File: config.mk
export PLATFORM = sky130hd
export DESIGN_NAME = tdc_clock_dist
export DESIGN_NICKNAME = d
export VERILOG_FILES = /design/src/verilog/tdc_pkg.sv /design/src/verilog/tdc_rec_div.sv /design/src/verilog/tdc_clock_dist.sv
export SDC_FILE = /design/constraint.sdc
export NUM_CORES = 1
export LEC_CHECK = 0
export ABC_AREA = 1
export ABC_CLOCK_PERIOD_IN_PS = 2700
export BUFFER_PORTS_ARGS = -buffer_cell sky130_fd_sc_hd__buf_2
export CAP_MARGIN = 25
export CORE_ASPECT_RATIO = 1.1
export CORE_MARGIN = 4
export CORE_UTILIZATION = 37
export DETAILED_ROUTE_END_ITERATION = 7
export PLACE_DENSITY = 0.54
export SYNTH_ARGS = -nofsm -noshare
export SYNTH_HDL_FRONTEND = slang
export SYNTH_HIERARCHICAL = 1
export SYNTH_SLANG_ARGS = --single-unit
File: constraint.sdc
create_clock -name mclk -period 2.7 [get_ports mclk]
set_clock_uncertainty 0.1 [all_clocks]
set_input_delay 0.54 -clock mclk [delete_from_list [all_inputs] [get_ports mclk]]
set_output_delay 0.54 -clock mclk [all_outputs]
set_load 0.01 [all_outputs]
File: src/verilog/tdc_pkg.sv
// Shared constants for the transceiver datapath clock distribution block
package tdc_pkg;
    // Channels in one transceiver block
    localparam int NCH = 4;
    // Phase compensation FIFO pointer width (four words deep)
    localparam int PTR_W = 2;
    // Default serial-to-parallel factor of the recovered clock divider
    localparam int DESER_DEFAULT = 10;
    // Width of the recovered clock divider counter
    localparam int DIV_W = 4;

    // Bonding codes on the cfg_bond port
    localparam logic [1:0] BOND_X1 = 2'h0;
    localparam logic [1:0] BOND_X2 = 2'h1;
    localparam logic [1:0] BOND_X4 = 2'h2;

    // Operation codes on the cfg_op port
    localparam logic [1:0] OP_TX   = 2'h0;
    localparam logic [1:0] OP_RX   = 2'h1;
    localparam logic [1:0] OP_TXRX = 2'h2;

    // Channels that form the two-channel bonded pair
    localparam logic [3:0] X2_MEMBERS = 4'h3;
    // Channels that form the four-channel bonded group
    localparam logic [3:0] X4_MEMBERS = 4'hf;

    // Configuration life cycle
    typedef enum logic [1:0] {
        MODE_IDLE,
        MODE_RUN,
        MODE_FAULT
    } tdc_mode_type;
endpackage

File: src/verilog/tdc_rec_div.sv
// Recovered clock divider: low-speed and halved low-speed ticks
`timescale 1ns/1ps
module tdc_rec_div #(
    parameter int CNT_W = tdc_pkg::DIV_W,
    parameter int DIV   = tdc_pkg::DESER_DEFAULT
) (
    input  wire logic mclk,
    input  wire logic rstn,
    input  wire logic clr,
    input  wire logic hs_tick,
    output logic      ls_tick,
    output logic      ls_half_tick
);
    typedef struct packed {
        logic [CNT_W-1:0] cnt;
        logic             half;
    } tdc_div_state_type;

    localparam logic [CNT_W-1:0] CNT_LAST = CNT_W'(DIV - 1);

    tdc_div_state_type st_reg;
    tdc_div_state_type st_next;

    // Tick outputs decoded from the current count
    assign ls_tick      = hs_tick && (st_reg.cnt == CNT_LAST);
    assign ls_half_tick = ls_tick && st_reg.half;

    // Count high-speed ticks, toggle phase on each low-speed tick
    always_comb begin
        st_next = st_reg;
        if (clr) begin
            st_next.cnt  = '0;
            st_next.half = 1'b0;
        end else if (hs_tick) begin
            if (st_reg.cnt == CNT_LAST) begin
                st_next.cnt  = '0;
                st_next.half = ~st_reg.half;
            end else begin
                st_next.cnt = st_reg.cnt + CNT_W'(1);
            end
        end
    end

    // State register
    always_ff @(posedge mclk or negedge rstn) begin
        if (!rstn) begin
            st_reg <= '0;
        end else begin
            st_reg <= st_next;
        end
    end
endmodule

File: src/verilog/tdc_clock_dist.sv
// Operation
// - Receiver clock recovery takes clocks from one of two adjacent PLLs.
// - No receiver clock recovery source beyond the two adjacent PLLs.
// - All receivers of one block share a single recovery PLL.
// - Fast clock to serializer; slow clock to tx PCS, rx PCS with rate match.
// - Non-bonded channels pick own low-speed clock and FIFO pointers.
// - Bonded channels share one low-speed path and common FIFO pointers; the rx side shares them only with rate match.
// - Two-channel bonding uses channels 0 and 1 only.
// - Four-channel bonding covers all four channels.
// - Non-bonded clocks come from one of the two adjacent PLLs.
// - Transmit-only selects PLL clocks; high-speed clock feeds serializer.
// - Tx low-speed clock drives encoder, serializer read, tx FIFO read.
// - Byte serializer on halves the tx FIFO read clock.
// - Tx low-speed clock exported; fabric sends tx data with it.
// - Receive-only has no rate match; recovery makes high and low clocks.
// - No rate match: recovered clock to aligner, decoder, ordering, writes.
// - Byte deserializer on halves the rx FIFO write clock.
// - Recovered low-speed clock exported; fabric captures rx data with it.
// - Combined mode allows both rate match choices, reusing one-way clocking.
// - With rate match, tx low-speed clock drives rx PCS after rate match.
// - Bonding not offered for receive-only operation.
`timescale 1ns/1ps
module tdc_clock_dist #(
    parameter int DESER = tdc_pkg::DESER_DEFAULT
) (
    input  wire logic       mclk,
    input  wire logic       rstn,
    input  wire logic       pll_a_cdr_tick,
    input  wire logic       pll_b_cdr_tick,
    input  wire logic       pll_a_hs_tick,
    input  wire logic       pll_b_hs_tick,
    input  wire logic       pll_a_ls_tick,
    input  wire logic       pll_b_ls_tick,
    input  wire logic [3:0] chan_run,
    input  wire logic [1:0] cfg_bond,
    input  wire logic [1:0] cfg_op,
    input  wire logic       cfg_rate_match,
    input  wire logic       cfg_byte_ser,
    input  wire logic       cfg_byte_deser,
    input  wire logic       cfg_cdr_sel,
    input  wire logic [3:0] cfg_chan_sel,
    input  wire logic       cfg_bond_sel,
    output logic [3:0]      tx_ser_en,
    output logic [3:0]      tx_enc_en,
    output logic [3:0]      tx_bser_rd_en,
    output logic [3:0]      tx_pcf_rd_en,
    output logic [3:0]      tx_clkout_en,
    output logic [3:0]      rx_deser_en,
    output logic [3:0]      rx_align_en,
    output logic [3:0]      rx_rm_wr_en,
    output logic [3:0]      rx_rm_rd_en,
    output logic [3:0]      rx_dec_en,
    output logic [3:0]      rx_bdes_wr_en,
    output logic [3:0]      rx_bord_en,
    output logic [3:0]      rx_pcf_wr_en,
    output logic [3:0]      rx_clkout_en,
    output logic            bond_clkout_en,
    output logic [7:0]      tx_pcf_rd_ptr,
    output logic [7:0]      rx_pcf_wr_ptr,
    output logic            cfg_locked,
    output logic            cfg_err
);
    localparam int NCH = tdc_pkg::NCH;
    localparam int PW  = tdc_pkg::PTR_W;

    typedef struct packed {
        tdc_pkg::tdc_mode_type mode;
        logic [1:0]            bond, op;
        logic                  rm, bser, bdes, cdr_sel, bond_sel;
        logic [3:0]            ch_sel;
        logic                  err;
        logic [3:0]            tx_half;
        logic                  bond_half;
        logic [PW-1:0]         bond_tx_ptr, bond_rx_ptr;
        logic [7:0]            tx_ptr, rx_ptr;
        logic [3:0]            tx_ser, tx_enc, tx_pcf, rx_deser, rx_align;
        logic [3:0]            rx_rm_wr, rx_rm_rd, rx_pcs, rx_pcf;
        logic                  bond_clk;
    } tdc_state_type;

    tdc_state_type st_reg;
    tdc_state_type st_next;
    logic [3:0]    rec_ls, rec_ls_half, rec_clr, rec_hs;
    logic          cdr_pick;

    // Channel membership in the active bonded group
    function automatic logic in_bond(input int ch, input logic [1:0] bond);
        logic [3:0] grp;
        grp = 4'h0;
        if (bond == tdc_pkg::BOND_X2) begin
            grp = tdc_pkg::X2_MEMBERS;
        end else if (bond == tdc_pkg::BOND_X4) begin
            grp = tdc_pkg::X4_MEMBERS;
        end
        return grp[ch];
    endfunction

    // Configuration legality check
    function automatic logic bad_cfg(input logic [1:0] bond,
                                     input logic [1:0] op,
                                     input logic       rm);
        logic bad;
        bad = (op != tdc_pkg::OP_TX) && (op != tdc_pkg::OP_RX)
              && (op != tdc_pkg::OP_TXRX);
        bad = bad || ((bond != tdc_pkg::BOND_X1)
              && (bond != tdc_pkg::BOND_X2)
              && (bond != tdc_pkg::BOND_X4));
        bad = bad || (op == tdc_pkg::OP_RX && bond != tdc_pkg::BOND_X1);
        // receive only runs without rate match
        bad = bad || (op == tdc_pkg::OP_RX && rm);
        return bad;
    endfunction

    // one adjacent recovery source for the block
    assign cdr_pick = st_reg.cdr_sel ? pll_b_cdr_tick : pll_a_cdr_tick;

    // Per-channel recovered clock dividers
    genvar g;
    generate
        for (g = 0; g < NCH; g++) begin : g_rec
            assign rec_clr[g] = (st_reg.mode != tdc_pkg::MODE_RUN)
                                || !chan_run[g]
                                || (st_reg.op == tdc_pkg::OP_TX);
            assign rec_hs[g]  = cdr_pick && !rec_clr[g];
            tdc_rec_div #(
                .CNT_W (tdc_pkg::DIV_W),
                .DIV   (DESER)
            ) u_div (
                .mclk         (mclk),
                .rstn         (rstn),
                .clr          (rec_clr[g]),
                .hs_tick      (rec_hs[g]),
                .ls_tick      (rec_ls[g]),
                .ls_half_tick (rec_ls_half[g])
            );
        end
    endgenerate

    // Next state: config capture, clock steering, FIFO pointers
    always_comb begin
        logic          run, bnd, tx_act, rx_act, hs, ls, ls_bond, h;
        logic          ls_div2, pcs, pcs_half, bond_rd, bond_wr;
        logic [PW-1:0] p;
        bnd      = 1'b0;
        tx_act   = 1'b0;
        rx_act   = 1'b0;
        hs       = 1'b0;
        ls       = 1'b0;
        h        = 1'b0;
        ls_div2  = 1'b0;
        pcs      = 1'b0;
        pcs_half = 1'b0;
        p        = '0;
        st_next  = st_reg;
        run      = (st_reg.mode == tdc_pkg::MODE_RUN);
        // one low-speed path for every bonded channel
        ls_bond  = st_reg.bond_sel ? pll_b_ls_tick : pll_a_ls_tick;
        bond_rd  = ls_bond && (!st_reg.bser || st_reg.bond_half);
        // Shared write pointer follows the rx halving choice
        bond_wr  = st_reg.rm && ls_bond
                   && (!st_reg.bdes || st_reg.bond_half);
        {st_next.tx_ser, st_next.tx_enc, st_next.tx_pcf, st_next.rx_deser,
         st_next.rx_align, st_next.rx_rm_wr, st_next.rx_rm_rd,
         st_next.rx_pcs, st_next.rx_pcf} = '0;
        st_next.bond_clk = run && st_reg.bond != tdc_pkg::BOND_X1
                           && st_reg.op != tdc_pkg::OP_RX && ls_bond;
        unique case (st_reg.mode)
            tdc_pkg::MODE_IDLE: begin
                // selections follow the ports only while idle
                st_next.bond     = cfg_bond;
                st_next.op       = cfg_op;
                st_next.rm       = cfg_rate_match;
                st_next.bser     = cfg_byte_ser;
                st_next.bdes     = cfg_byte_deser;
                st_next.cdr_sel  = cfg_cdr_sel;
                st_next.bond_sel = cfg_bond_sel;
                st_next.ch_sel   = cfg_chan_sel;
                st_next.err      = bad_cfg(st_reg.bond, st_reg.op, st_reg.rm);
                {st_next.tx_half, st_next.bond_half, st_next.bond_tx_ptr,
                 st_next.bond_rx_ptr, st_next.tx_ptr, st_next.rx_ptr} = '0;
                if (|chan_run) begin
                    st_next.mode = st_next.err ? tdc_pkg::MODE_FAULT
                                               : tdc_pkg::MODE_RUN;
                end
            end
            tdc_pkg::MODE_RUN: begin
                st_next.bond_half = st_reg.bond_half ^ ls_bond;
                if (bond_rd) begin
                    st_next.bond_tx_ptr = st_reg.bond_tx_ptr + PW'(1);
                end
                if (bond_wr) begin
                    st_next.bond_rx_ptr = st_reg.bond_rx_ptr + PW'(1);
                end
                for (int i = 0; i < NCH; i++) begin
                    // pair 0/1 only; all four channels
                    bnd    = in_bond(i, st_reg.bond);
                    tx_act = chan_run[i] && st_reg.op != tdc_pkg::OP_RX;
                    rx_act = chan_run[i] && st_reg.op != tdc_pkg::OP_TX;
                    // own PLL choice among the adjacent pair
                    hs = st_reg.ch_sel[i] ? pll_b_hs_tick : pll_a_hs_tick;
                    // independent low-speed source when not bonded
                    ls = st_reg.ch_sel[i] ? pll_b_ls_tick : pll_a_ls_tick;
                    if (bnd) begin
                        ls = ls_bond;
                        h  = st_reg.bond_half;
                    end else begin
                        h  = st_reg.tx_half[i];
                    end
                    st_next.tx_half[i] = st_reg.tx_half[i] ^ ls;
                    // halved read clock with byte serializer
                    ls_div2 = ls && h;
                    st_next.tx_ser[i] = tx_act && hs;
                    st_next.tx_enc[i] = tx_act && ls;
                    st_next.tx_pcf[i] = tx_act
                                        && (st_reg.bser ? ls_div2 : ls);
                    st_next.rx_deser[i] = rx_act && cdr_pick;
                    // aligner always on recovered low-speed clock
                    st_next.rx_align[i] = rx_act && rec_ls[i];
                    // rate match write recovered, read transmit side
                    st_next.rx_rm_wr[i] = rx_act && st_reg.rm && rec_ls[i];
                    // rx PCS on low-speed clock only with rate match
                    st_next.rx_rm_rd[i] = rx_act && st_reg.rm && ls;
                    // choose rx PCS clock by rate match setting
                    pcs      = st_reg.rm ? ls : rec_ls[i];
                    pcs_half = st_reg.rm ? ls_div2 : rec_ls_half[i];
                    st_next.rx_pcs[i] = rx_act && pcs;
                    // halved write clock with byte deserializer
                    st_next.rx_pcf[i] = rx_act
                                        && (st_reg.bdes ? pcs_half : pcs);
                    // bonded tx pointers follow the common counter; bonded rx pointers only with rate match
                    if (bnd) begin
                        st_next.tx_ptr[i*PW +: PW] = st_next.bond_tx_ptr;
                    end else if (st_next.tx_pcf[i]) begin
                        p = st_reg.tx_ptr[i*PW +: PW];
                        st_next.tx_ptr[i*PW +: PW] = p + PW'(1);
                    end
                    if (bnd && st_reg.rm) begin
                        st_next.rx_ptr[i*PW +: PW] = st_next.bond_rx_ptr;
                    end else if (st_next.rx_pcf[i]) begin
                        p = st_reg.rx_ptr[i*PW +: PW];
                        st_next.rx_ptr[i*PW +: PW] = p + PW'(1);
                    end
                end
                if (!(|chan_run)) begin
                    st_next.mode = tdc_pkg::MODE_IDLE;
                end
            end
            tdc_pkg::MODE_FAULT: begin
                if (!(|chan_run)) begin
                    st_next.mode = tdc_pkg::MODE_IDLE;
                end
            end
            default: begin
                st_next.mode = tdc_pkg::MODE_IDLE;
            end
        endcase
    end

    // State register
    always_ff @(posedge mclk or negedge rstn) begin
        if (!rstn) begin
            st_reg <= '0;
        end else begin
            st_reg <= st_next;
        end
    end

    // Registered enables and status to the ports
    assign tx_ser_en      = st_reg.tx_ser;
    assign tx_enc_en      = st_reg.tx_enc;
    assign tx_bser_rd_en  = st_reg.tx_enc;
    assign tx_pcf_rd_en   = st_reg.tx_pcf;
    // transmit low-speed clock exported to fabric
    assign tx_clkout_en   = st_reg.tx_enc;
    assign rx_deser_en    = st_reg.rx_deser;
    assign rx_align_en    = st_reg.rx_align;
    assign rx_rm_wr_en    = st_reg.rx_rm_wr;
    assign rx_rm_rd_en    = st_reg.rx_rm_rd;
    assign rx_dec_en      = st_reg.rx_pcs;
    assign rx_bdes_wr_en  = st_reg.rx_pcs;
    assign rx_bord_en     = st_reg.rx_pcs;
    assign rx_pcf_wr_en   = st_reg.rx_pcf;
    // receive capture clock exported to fabric
    assign rx_clkout_en   = st_reg.rx_pcs;
    assign bond_clkout_en = st_reg.bond_clk;
    assign tx_pcf_rd_ptr  = st_reg.tx_ptr;
    assign rx_pcf_wr_ptr  = st_reg.rx_ptr;
    assign cfg_locked     = (st_reg.mode != tdc_pkg::MODE_IDLE);
    assign cfg_err        = st_reg.err;
endmodule

* Yosys cells after proc, flatten, opt, wreduce, memory -nomap -nowiden
Index checks and enable logic that the tools add are counted.
W data, S select, Z words.
** Cells by class
- Bitwise operators :: 9
- Multiplexer cells :: 85
- Reductions and logical operators :: 132
- Add/subtract/negate cells :: 14
- Eq/ne operators :: 24
** Operator list (number)
- $logic_and A1 B1 Y1 :: 80
- $pmux W25 S2 :: 1
- $mux W1 :: 46
- $mux W2 :: 21
- $mux W5 :: 8
- $mux W36 :: 1
- $mux W4 :: 7
- $reduce_and A2 Y1 :: 13
- $ne A3 B1 Y1 const B :: 8
- $reduce_bool A2 Y1 :: 12
- $add A2 B1 Y2 const B :: 10
- $add A4 B1 Y4 const B :: 4
- $eq A4 B4 Y1 const B :: 4
- $logic_or A1 B1 Y1 :: 13
- $logic_not A1 Y1 :: 10
- $ne A2 B2 Y1 const B :: 4
- $eq A2 B1 Y1 const B :: 3
- $ne A2 B1 Y1 const B :: 3
- $xor A1 B1 Y1 :: 5
- $eq A2 B2 Y1 const B :: 2
- $logic_not A2 Y1 :: 2
- $not A1 Y1 :: 4
- $pmux W2 S2 :: 1
- $reduce_or A4 Y1 :: 1
- $reduce_or A2 Y1 :: 1
** Storage, ports and cells
- Word-level logic and storage cells :: 304
- Flip-flop bits (word level) :: 98
- Input bits :: 25

* Longest topological paths before layout
Gate-level depths: netlist of the first run.
- Word-level depth :: 13
- Depth in mapped cells :: 14
- Depth with buffers taken out :: 13

* Hierarchy
Netlist of the first run, hierarchy kept.
** Modules (own cells, without submodules)
- tdc_clock_dist :: area an instance 4245.3 um^2, cells each 521, sequential area each 1951.9 um^2, times used 1
- tdc_rec_div :: area an instance 292.8 um^2, cells each 40, sequential area each 125.1 um^2, times used 4

* Least setup slack after synthesis of the first run
Ideal clock, no wire load.
- Path kind :: reg-to-reg
- Start point :: reg st_reg[77] (netlist bit)
- End point :: reg st_reg, in the netlist rx_pcf_wr_ptr[4]
- Required time :: 2483 ps
- Slack :: 523 ps
- Arrival time :: 1960 ps
- Path buffers :: 1
- Clock period less this slack :: 2177 ps
- Stages on the path, launching flop included :: 15
- Path through :: dfrtp_1 -> inv_1 -> ha_1 -> buf_2 -> nand2_1 -> nor2_1 -> nand4_1 -> nor2_1 -> a21oi_1 -> nand2_1 -> nand3_1 -> nand2_1 -> nand2_1 -> nand2_1 -> nand2_1
** Between the ends
- Longest elaborated chain between the ends :: 12
- Elaborated cells on any way between the ends :: 17
- Those cells by class :: eq/ne: 3; mux: 4; reduce/logical: 10
** RTL lines
- start, declared :: RTL line tdc_clock_dist.sv:81 : tdc_state_type st_reg;
- start signal, assigned :: RTL line tdc_clock_dist.sv:264 : st_reg <= st_next;
- $ne A2 B1 Y1 :: RTL line tdc_clock_dist.sv:121 : assign rec_clr[g] = (st_reg.mode != tdc_pkg::MODE_RUN)
- $logic_or A1 B1 Y1 :: RTL line tdc_clock_dist.sv:122 : || !chan_run[g]
- $logic_or A1 B1 Y1 :: RTL line tdc_clock_dist.sv:123 : || (st_reg.op == tdc_pkg::OP_TX);
- via rec_clr[2] :: RTL line tdc_clock_dist.sv:83 : logic [3:0] rec_ls, rec_ls_half, rec_clr, rec_hs;
- $logic_not A1 Y1 :: RTL line tdc_clock_dist.sv:124 : assign rec_hs[g] = cdr_pick && !rec_clr[g];
- $logic_and A1 B1 Y1 :: RTL line tdc_clock_dist.sv:124
- via rec_hs[2] :: RTL line tdc_clock_dist.sv:83
- $logic_and A1 B1 Y1 :: RTL line tdc_rec_div.sv:25 : assign ls_tick = hs_tick && (st_reg.cnt == CNT_LAST);
- $logic_and A1 B1 Y1 :: RTL line tdc_rec_div.sv:26 : assign ls_half_tick = ls_tick && st_reg.half;
- via rec_ls_half[2] :: RTL line tdc_clock_dist.sv:83
- $mux W1 :: RTL line tdc_clock_dist.sv:225 : pcs_half = st_reg.rm ? ls_div2 : rec_ls_half[i];
- $mux W1 :: RTL line tdc_clock_dist.sv:229 : && (st_reg.bdes ? pcs_half : pcs);
- $logic_and A1 B1 Y1 :: RTL line tdc_clock_dist.sv:229
- $ne A3 B1 Y1 (no line)
- $reduce_and A2 Y1 (no line)
The timed path passes the listed nets, and every way through them passes these cells.
A chain may end at the register's enable or synchronous reset.

* Worst setup path after layout of the first run
- Start point :: reg st_reg[77] (netlist bit)
- End point :: reg st_reg, in the netlist rx_pcf_wr_ptr[6]
Same word-level chain as after synthesis.

==> results.md, run 1 <==
- Area grow syn2layout: 9.42%
- Least-Margin Pin Slew: approximately 0.54 ns
- GP Congestion: approximately 0.85
- Fmax: ~420 MHz
- Initial core utilization: ~38%
- Crit. End Element: flop
- Final Setup Violations: 0
- Resized Gates After CTS: 0
- Unrepaired setup endpoints after global routing: false
- Number of synthesized flops with an enable pin: 0
- TritonCTS Sinks: between 90 and 100
- GRT Total Usage: around 16%
- Initial antenna violation count: 0
- Placed Cells: between 800 and 900
- Hpwl dp: 9.84 mm
- Htree depth: 3
- CP arrival: between 2 and 3 ns
- Fin cells: 914
- Slew Viols, Final: 0
- Setup TNS Final: 0 ns
- Bufs on Longest Clock Path: 2
- Sw Share: roughly 43%
- Die W: 123 um
- 1st-pass router iterations: 5
- Netlist Area Pre-Place: ~0.0054 mm2
- Vias per cell: 4.74
- Synth top area share: 45.3%
- Number of DRC markers in iteration 0: 205
- Status: completed
- DRC errors left: 0
- Routed WL: approximately 13 mm
- Final Hold Fails: 0
- Static leakage: 3.18 nW
- Core area: between 0.01 and 0.015 mm2
- Total grt overflow: 0
- Vias in the first global route: ~4.3k
- Top post-synthesis cells by area: dfrtp_1 (45%), buf_4 (10%), nand2_1 (9.9%)
- Fill cells: between 1.5k and 2k
- Worst path required time: 2.84 ns
- CTS tree: built
- Psw: about 2.5 mW
- Gate power share: a little over two fifths
- Clock Tree Root: clkbuf_16
- Yosys top cell by area: dfrtp_1
- Routed via count: 4331
- Max-cap viol count: 0
- Hold Crit Class: primary input to async pin
- Post-synth cell types: 31
- Int Pwr: 3.25 mW
- Max reg flops: 24
- Post-route ant nets: 0
- Flop pwr share: a little over a third
- Area of the multi-input gates: 0.00203 mm2
- Reg2reg path depth: 14
- Count leader, synth: nand2_1
- CTS buffer count: 9
- Syn avg cell area: between 7 and 8 um2
- Final period util: between 80 and 90%
- CP max FO: 6
- Number of port buffers: between 90 and 100
- Peak supply drop: a little over 0.0003 V
- Cts hold-fix bufs: 0
- IO Count: 100
- Clock latency on the worst-skew pair: about 0.35 ns
- Wire per inst: between 10 and 15 um
- Largest net degree at the start of global routing: 60
- Register Area: 0.00245 mm2
- Ys Warns: 6
- Ant diodes: 0
- Most used DFF post-synth: dfrtp_1
- Post-CTS Repair Setup Buffers: 0
- Synth top cells by count: nand2_1 (143), dfrtp_1 (98), buf_4 (74)
- Post-synth ARST share: 100%
- Post-layout net count: about 760
- CP Class: flop to flop
- Die area: between 0.015 and 0.02 mm2
- Relative slew slack: 64.1%
- Synthesized instance count: slightly below 700
- Post-synth net total: between 700 and 800
- Final min period: around 2.4 ns
- First-pass GRT wire length: between 20 and 25 mm
- Pwr dens: about 960 mW/mm2
- Row count: 46
- Clk pwr share: a little over a fifth
- Register bit count reported by yosys: about 100
- Seq/Total Area, Yosys: 45.3%
- Worst-path clk slew: 0.06 ns
- Share of cells above drive strength 1: 23.0%
- CP startpoint kind: flop
- Die Ht: ~130 um
-- metrics by stage --
step / hold slack [ns] / worst slack [ns] / utilization (%) / power, mW / cell area (um2)
floorplan: 0.144 / 0.523 / - / 3.91 / 5420
global placement: 0.381 / 0.253 / 39.2 / 4.49 / 5640
detailed placement: 0.393 / 0.208 / 39.2 / 4.52 / 5640
CTS: 0.0810 / 0.315 / 41.2 / 5.79 / 5930
global route: 0.108 / 0.0296 / 41.2 / 6.19 / 5930
finish: 0.0727 / 0.329 / 41.2 / 5.72 / 5930
-- power by group through the flow --
stage               Combinational [mW]  Clock [mW]  Sequential, mW
detailed placement                2.48           0            2.04
floorplan                         1.94           0            1.97
global placement                  2.46           0            2.03
CTS                               2.49        1.28            2.02
global route                      2.80        1.33            2.06
finish                            2.46        1.23            2.02
-- final timing paths --
path | start | end | slack, ns
max | st_reg[77] | rx_pcf_wr_ptr[6] | 0.33
min | rstn | tx_ser_en[1] | 0.07
max reg2reg | st_reg[77] | rx_pcf_wr_ptr[6] | 0.33
min reg2reg | cfg_err | cfg_err | 0.40
max in group asynchronous | rstn | g_rec[0].u_div/st_reg[3] | 1.72
min in group mclk | cfg_cdr_sel | st_reg[68] | 0.30
-- metal layers --
metal	part of all wire [%]	GRT usage [%]	vias to the layer above
li1	-	-	2167
met1	43	19.9	2046
met2	51	28.1	104
met3	4.4	2.72	14
met4	1.6	5.91	0
met5	0	0	-
-- layout make-up --
cell class	instances	area share, %
tap	192	4.05
inverter	89	5.64
sequential	98	41.4
clock buffer	15	4.69
multi-input combinational	410	34.2
timing repair buffer	109	9.88
clock inverter	1	0.127
-- cells in the final DEF, fill, tap and decap left out, types with 4 or more instances in the layout --
cell | synthesis | final
inv_1 | 72 | 72
nand3_2 | 4 | 4
xor2_1 | 4 | 4
inv_2 | 16 | 16
nor2_2 | 9 | 9
buf_2 | 6 | 98
nand4_1 | 9 | 9
o211ai_1 | 5 | 5
nor2_1 | 65 | 65
clkbuf_16 | 0 | 9
o21ai_0 | 33 | 33
ha_1 | 13 | 13
buf_4 | 74 | 10
nand3_1 | 43 | 43
o21ai_2 | 5 | 5
nor3_1 | 7 | 7
a21oi_1 | 28 | 28
nand2_1 | 143 | 143
nand2_2 | 8 | 8
o21ai_1 | 22 | 22
dfrtp_1 | 98 | 98
-- kinds of logic (layout without fill, tap and decap cells) --
kind of cell	after synthesis	count (layout)	share of synthesized area [%]
and+or+nand+nor	290	290	23.0
AOI/OAI and AO/OA	100	100	10.2
DFF	98	98	45.3
xor gates and xnor gates	6	6	1.11
adders and majority gates	13	13	3.00
buffers and inverters	173	214	17.3
muxes	1	1	0.185
-- worst max-delay path, stage by stage, from the launching register on --
cell and delay (ns):
dfrtp_1 0.38, inv_1 0.08, ha_1 0.25, buf_4 0.18, nand2_1 0.08, nor2_1 0.22
nand4_1 0.17, nor2_1 0.18, a21oi_1 0.09, nand2_1 0.08, nand3_1 0.11, nand2_1 0.13
nand2_1 0.07, nand2_1 0.09, nand2_1 0.05
No activity file was read; power rests on OpenSTA's default activity.
==> run 2: changes to the inputs <==
Settings changed: REMOVE_ABC_BUFFERS from default to 1.
==> run 2 against run 1 <==
Non-clock buffer count unchanged. Worst setup slack better by 0.069 ns. Fmax up 3.0%. Final cell count unchanged. Sequential share of layout area up 0.088 points. Utilization down 0.087 points. Via count up 1.1%. Critical path depth down 1. Wire length down 0.14%. Largest cell class unchanged. Largest power group unchanged.
==> results.md, run 2 (synthesis gave the netlist of run 1 again) <==
- WP buf/inv: 2 (unchanged)
- CP arrival: 2.45 ns (-0.06 ns)
- Clock latency on the worst-skew pair: 0.35 ns (about the same)
- Vias per cell: 4.79 (+1.1%)
- Pre-CTS setup slack: 0.235 ns (+0.0268 ns)
- Area grow syn2layout: 9.19%
- CP startpoint kind: flop
- DRC errors left: 0 (unchanged)
- RR Startpoint: st_reg[77]
- First-pass GRT wire length: 21.2 mm (+1.8%)
- Commonest non-fill, non-tap cells in the layout: nand2_1 (143), dfrtp_1 (98), buf_2 (98)
- CTS buffer count: 9 (unchanged)
- FF-to-FF End: rx_pcf_wr_ptr[2]
- Core area: 0.0144 mm2 (unchanged)
- Number of port buffers: 99 (unchanged)
- GRT Total Usage: 16.3% (+0.14 points)
- Final Hold Fails: 0 (unchanged)
- Htree depth: 3 (unchanged)
- Bufs on Longest Clock Path: 2 (unchanged)
- Peak supply drop: 0.000423 V (+40%)
- Fmax: 434 MHz (+3.0%)
- Final min period: 2.30 ns (-0.0689 ns)
- Max reg flops: 24 (unchanged)
- Max incr delay on CP: 0.38 ns (about the same)
- Total grt overflow: 0 (unchanged)
- Status: completed
- Static leakage: 3.17 nW (-0.17%)
- Crit-path slowest cell: dfrtp_1
- Hold_ws: 0.0467 ns (-0.0260 ns)
- CP Class: flop to flop
- Routed via count: 4378 (+1.1%)
- Initial antenna violation count: 0 (unchanged)
- IO Count: 100 (unchanged)
- Die W: 123 um (unchanged)
- Setup TNS Final: 0 ns (unchanged)
- 1st-pass router iterations: 5 (unchanged)
- Unrepaired setup endpoints after global routing: false
- Worst-path clk slew: 0.07 ns (about the same)
- Wire per inst: 14.0 um (-0.14%)
- Final worst slack: 0.398 ns (+0.0689 ns)
- Most common cell on crit path: nand2_1
- Row count: 46 (unchanged)
- Clock Tree Root: clkbuf_16
- Hpwl dp: 9.85 mm (about the same)
- Slew Viols, Final: 0 (unchanged)
- Crit. End Element: flop
- Final Setup Violations: 0 (unchanged)
- Worst Setup SP: st_reg[77]
- Vias in the first global route: 4364 (+2.5%)
- Critical-path cell list: inv_1, ha_1, nand2_1, nor2_1, nand4_1, inv_1, nand2_1, nand3_1, nand3_1, nand2_1, nand2_1, nand2_1, nand2_1
- Relative slew slack: 69.8% (+5.7 points)
- Pwr dens: 960 mW/mm2 (-0.41%)
- Most common cell after layout, fill and taps aside: nand2_1
- GP Congestion: 0.902 (+5.6%)
- Resized Gates After CTS: 0 (unchanged)
- Hold Crit Class: primary input to async pin
- GRT busiest layer: met2
- Initial core utilization: 37.6% (unchanged)
- Global-route met1 utilization: 20.6% (+0.69 points)
- Post-route ant nets: 0 (unchanged)
- Number of DRC markers in iteration 0: 238 (+16%)
- Final period util: 85.3% (-2.6 points)
- Post-CTS Repair Setup Buffers: 0 (unchanged)
- Die area: 0.0166 mm2 (unchanged)
- Die Ht: 135 um (unchanged)
- Reg2Reg Setup Slack: 0.40 ns (+0.07 ns)
- Ant diodes: 0 (unchanged)
- Cts hold-fix bufs: 0 (unchanged)
- Least-Margin Pin Slew: 0.442 ns (-0.0968 ns)
- Worst path required time: 2.85 ns (about the same)
- Met2 GRT Util: 26.9% (-1.2 points)
- Family with the most delay on the worst path: simple AND/OR/NAND/NOR gates
- Share of cells above drive strength 1: 23.3% (+0.28 points)
- TritonCTS Sinks: 98 (unchanged)
- Max-cap viol count: 0 (unchanged)
- Reg2reg path depth: 13 (-1)
- CP max FO: 5 (-1)
- Met3 usage: 2.72% (unchanged)
- Largest net degree at the start of global routing: 42 (-30%)
- CTS tree: built
- Post-layout net count: 755 (unchanged)
- Routed WL: 12.8 mm (-0.14%)
-- run 2: power by group --
part / internal [mW] / total (mW) / switching, mW
combinational: 0.776 / 2.47 / 1.69
clock: 0.645 / 1.19 / 0.549
sequential: 1.76 / 2.02 / 0.257
-- run 2: area by class of cell --
type,count,area (um2)
fillers,1499,8470
flip-flops and latches,98,2450
multi-input cells,410,2030
well taps,192,240
clock buffers,11,243
inverters,89,334
repair buffers,109,586
clock inverters,5,30.0
-- run 2: worst max-delay path by stage --
stage | endpoint | slack (ns) | cells after the start
after floorplan | rx_pcf_wr_ptr[4] | 0.29 | 13
after global placement | rx_pcf_wr_ptr[4] | 0.28 | 14
after detailed placement | rx_pcf_wr_ptr[5] | 0.24 | 14
after CTS | rx_pcf_wr_ptr[5] | 0.32 | 13
after global routing | rx_pcf_wr_ptr[5] | 0.06 | 13
final | rx_pcf_wr_ptr[2] | 0.40 | 13
-- run 2: routing by layer --
layer / vias to the layer above / share of wire [%]
li1: 2167 / -
met1: 2068 / 43
met2: 118 / 49
met3: 25 / 4.9
met4: 0 / 3.1
met5: - / 0
-- run 2: through the flow --
stage	cell area [um2]	total power [mW]	util [%]	instances
final	5910	5.68	41.1	914
after global routing	5910	6.16	41.1	914
after CTS	5910	5.73	41.1	914
after detailed placement	5640	4.51	39.2	898
after global placement	5640	4.46	39.2	898
after floorplan	4820	3.66	-	597
==> run 3: changes to the inputs <==
Settings changed: PLACE_DENSITY 0.54 to 0.66, SYNTH_HIERARCHICAL 1 to default.
==> run 3 against run 2 <==
Combinational power decreased by 8%. Clock-buffer cell count shrank 1. Synthesized cell count decreased by 5.0%. Critical path depth is 2 lower. Flip-flop and latch count unchanged. Sequential power shrank 2%. Critical endpoint unchanged. Highest routed layer unchanged.
==> results.md, run 3 <==
- Synth top area share: 46.1% (+0.86 points)
- CTS buffer count: 9 (unchanged)
- Hold Crit Class: primary input to async pin
- CP arrival: 2.30 ns (-0.15 ns)
- Routed via count: 4119 (-5.9%)
- Worst-path clk slew: 0.07 ns (about the same)
- Status: completed
- GP Congestion: 0.872 (-3.3%)
- Resized Gates After CTS: 0 (unchanged)
- Core area: 0.0140 mm2 (-3.0%)
- Register Area: 0.00245 mm2 (unchanged)
- GRT Total Usage: 15.7% (-0.62 points)
- Ant diodes: 0 (unchanged)
- Top post-synthesis cells by area: dfrtp_1 (46%), buf_4 (10%), nand2_1 (9.2%)
- Relative slew slack: 65.4% (-4.4 points)
- Most used DFF post-synth: dfrtp_1
- Netlist Area Pre-Place: 0.00532 mm2 (-1.9%)
- Final period util: 79.9% (-5.4 points)
- Clock latency on the worst-skew pair: 0.35 ns (about the same)
- Bufs on Longest Clock Path: 2 (unchanged)
- Register bit count reported by yosys: 98 (unchanged)
- Hpwl dp: 9.32 mm (-5.4%)
- Least-Margin Pin Slew: 0.519 ns (+0.0768 ns)
- Routed WL: 12.1 mm (-5.4%)
- Pwr dens: 954 mW/mm2 (-0.62%)
- Yosys top cell by area: dfrtp_1
- Setup TNS Final: 0 ns (unchanged)
- Area of the multi-input gates: 0.00198 mm2 (-2.3%)
- Number of port buffers: 99 (unchanged)
- Die Ht: 134 um (-0.88%)
- Area grow syn2layout: 9.70%
- Vias in the first global route: 3986 (-8.7%)
- Compound-gate portion of the synthesized area: 10.0% (-0.14 points)
- Peak supply drop: 0.000481 V (+14%)
- Synth Area in Simple Gates: 22.2% (-0.79 points)
- Count leader, synth: nand2_1
- CP Class: flop to flop
- Fmax: 464 MHz (+6.8%)
- Max-cap viol count: 0 (unchanged)
- Post-layout net count: 720 (-4.6%)
- Main combinational cell family by area after synthesis: simple AND/OR/NAND/NOR gates
- Number of DRC markers in iteration 0: 349 (+47%)
- Post-CTS Repair Setup Buffers: 0 (unchanged)
- Number of synthesized flops with an enable pin: 0 (unchanged)
- Htree depth: 3 (unchanged)
- Syn avg cell area: 8.21 um2 (+3.3%)
- Unrepaired setup endpoints after global routing: false
- Post-route ant nets: 0 (unchanged)
- Area share of fa/ha/maj cells after synthesis: 3.06% (+0.057 points)
- CP max FO: 8 (+3)
- Xor-xnor portion of the synthesized cell area: 1.81% (+0.70 points)
- Final Hold Fails: 0 (unchanged)
- Multiplexer share of the synthesized area: 0.188% (+0.0035 points)
- Ys Warns: 0 (-6)
- Post-synth ARST share: 100% (unchanged)
- Synthesized instance count: 647 (-5.0%)
- CP startpoint kind: flop
- Total grt overflow: 0 (unchanged)
- Vias per cell: 4.71 (-1.7%)
- Static leakage: 3.05 nW (-3.7%)
- Seq/Total Area, Yosys: 46.1% (+0.86 points)
- Initial antenna violation count: 0 (unchanged)
- Final min period: 2.16 ns (-0.146 ns)
- Cts hold-fix bufs: 0 (unchanged)
- Largest net degree at the start of global routing: 42 (unchanged)
- Share of cells above drive strength 1: 21.4% (-1.9 points)
- Slew Viols, Final: 0 (unchanged)
- Synth top cells by count: nand2_1 (130), dfrtp_1 (98), inv_1 (74)
- DRC errors left: 0 (unchanged)
- Clock Tree Root: clkbuf_16
- Post-synth cell types: 29 (-6.5%)
- Commonest non-fill, non-tap cells in the layout: nand2_1 (130), dfrtp_1 (98), buf_2 (98)
- First-pass GRT wire length: 20.0 mm (-5.9%)
- Worst path required time: 2.85 ns (about the same)
- IO Count: 100 (unchanged)
- Initial core utilization: 38.1% (+0.42 points)
- Row count: 45 (-2.2%)
- Pwr Total: 5.56 mW (-2.0%)
- Fill cells: 1458 (-2.7%)
- Final Setup Violations: 0 (unchanged)
- Crit. End Element: flop
- Die W: 122 um (-0.88%)
- Max reg flops: 24 (unchanged)
- Most common cell after layout, fill and taps aside: nand2_1
- 1st-pass router iterations: 6 (+1)
- TritonCTS Sinks: 98 (unchanged)
- CTS tree: built
- Die area: 0.0163 mm2 (-1.8%)
- Wire per inst: 13.8 um (-1.2%)
[run 3: cell count changes after synthesis, sizes merged, moves of 4 or more]
cell / previous run / this run
nor2: 74 / 59
o22ai: 2 / 6
xnor2: 1 / 5
nand2: 151 / 140
a21oi: 29 / 24
inv: 88 / 76
[run 3: logic make-up (layout without fill, tap and decap cells)]
| family | Yosys count | after routing |
|---|---|---|
| buf+inv | 159 | 199 |
| xor+xnor | 11 | 11 |
| mux | 1 | 1 |
| compound gates | 99 | 99 |
| fa+ha+maj | 13 | 13 |
| simple gates | 266 | 266 |
| flops | 98 | 98 |
[run 3: stage by stage]
stage / std cells / utilization, % / worst slack (ns) / cell area (um2) / hold WS [ns]
final: 875 / 41.8 / 0.544 / 5830 / 0.0491
after global placement: 859 / 39.6 / 0.646 / 5530 / 0.369
after detailed placement: 859 / 39.6 / 0.543 / 5530 / 0.365
after CTS: 875 / 41.8 / 0.528 / 5830 / 0.0677
after global routing: 875 / 41.8 / 0.306 / 5830 / 0.0858
after floorplan: 564 / - / 0.597 / 4720 / 0.144
[run 3: worst paths after layout]
check | end | cells past startpoint | start | slack (ns)
setup / recovery | rx_pcf_wr_ptr[2] | 11 | st_reg[75] | 0.54
hold / removal | tx_ser_en[3] | 1 | rstn | 0.05
setup reg to reg | rx_pcf_wr_ptr[2] | 11 | st_reg[75] | 0.54
hold reg to reg | g_rec[1].u_div.st_reg[0] | 1 | g_rec[1].u_div.st_reg[0] | 0.38
max in group asynchronous | rx_deser_en[2] | 2 | rstn | 1.78
min in group mclk | st_reg[72] | 3 | cfg_op[0] | 0.29
[run 3: critical path, cell delays in order, from the launching register on]
cell and delay (ns):
dfrtp_1 0.38, inv_1 0.08, ha_1 0.42, inv_1 0.20
nand3_1 0.17, nand3_1 0.13, nand3_1 0.13, nand3_1 0.13
nand2_1 0.12, nand2_1 0.08, nand2_1 0.08, nand2_1 0.04
[run 3: area by class of cell]
| cell class | count | area share (%) |
|---|---|---|
| flip-flops and latches | 98 | 42.1 |
| multi-input cells | 390 | 34.0 |
| well taps | 188 | 4.03 |
| inverters | 76 | 4.89 |
| clock buffers | 10 | 4.10 |
| repair buffers | 107 | 9.79 |
| clock inverters | 6 | 1.12 |
[run 3: where the power goes]
group / switching [mW] / leakage, nW / internal, mW / total [mW]
logic: 1.56 / 1.57 / 0.716 / 2.28
clock network: 0.569 / 0.154 / 0.747 / 1.32
registers: 0.229 / 1.33 / 1.74 / 1.97
[run 3: routing by layer]
layer,up-vias,wire length [um],global-route usage [%],share of wire [%]
met1,1933,5300,20.0,44
met5,-,0,0,0
met4,0,191,5.72,1.6
li1,2072,-,-,-
met3,16,678,4.16,5.6
met2,98,5950,25.5,49
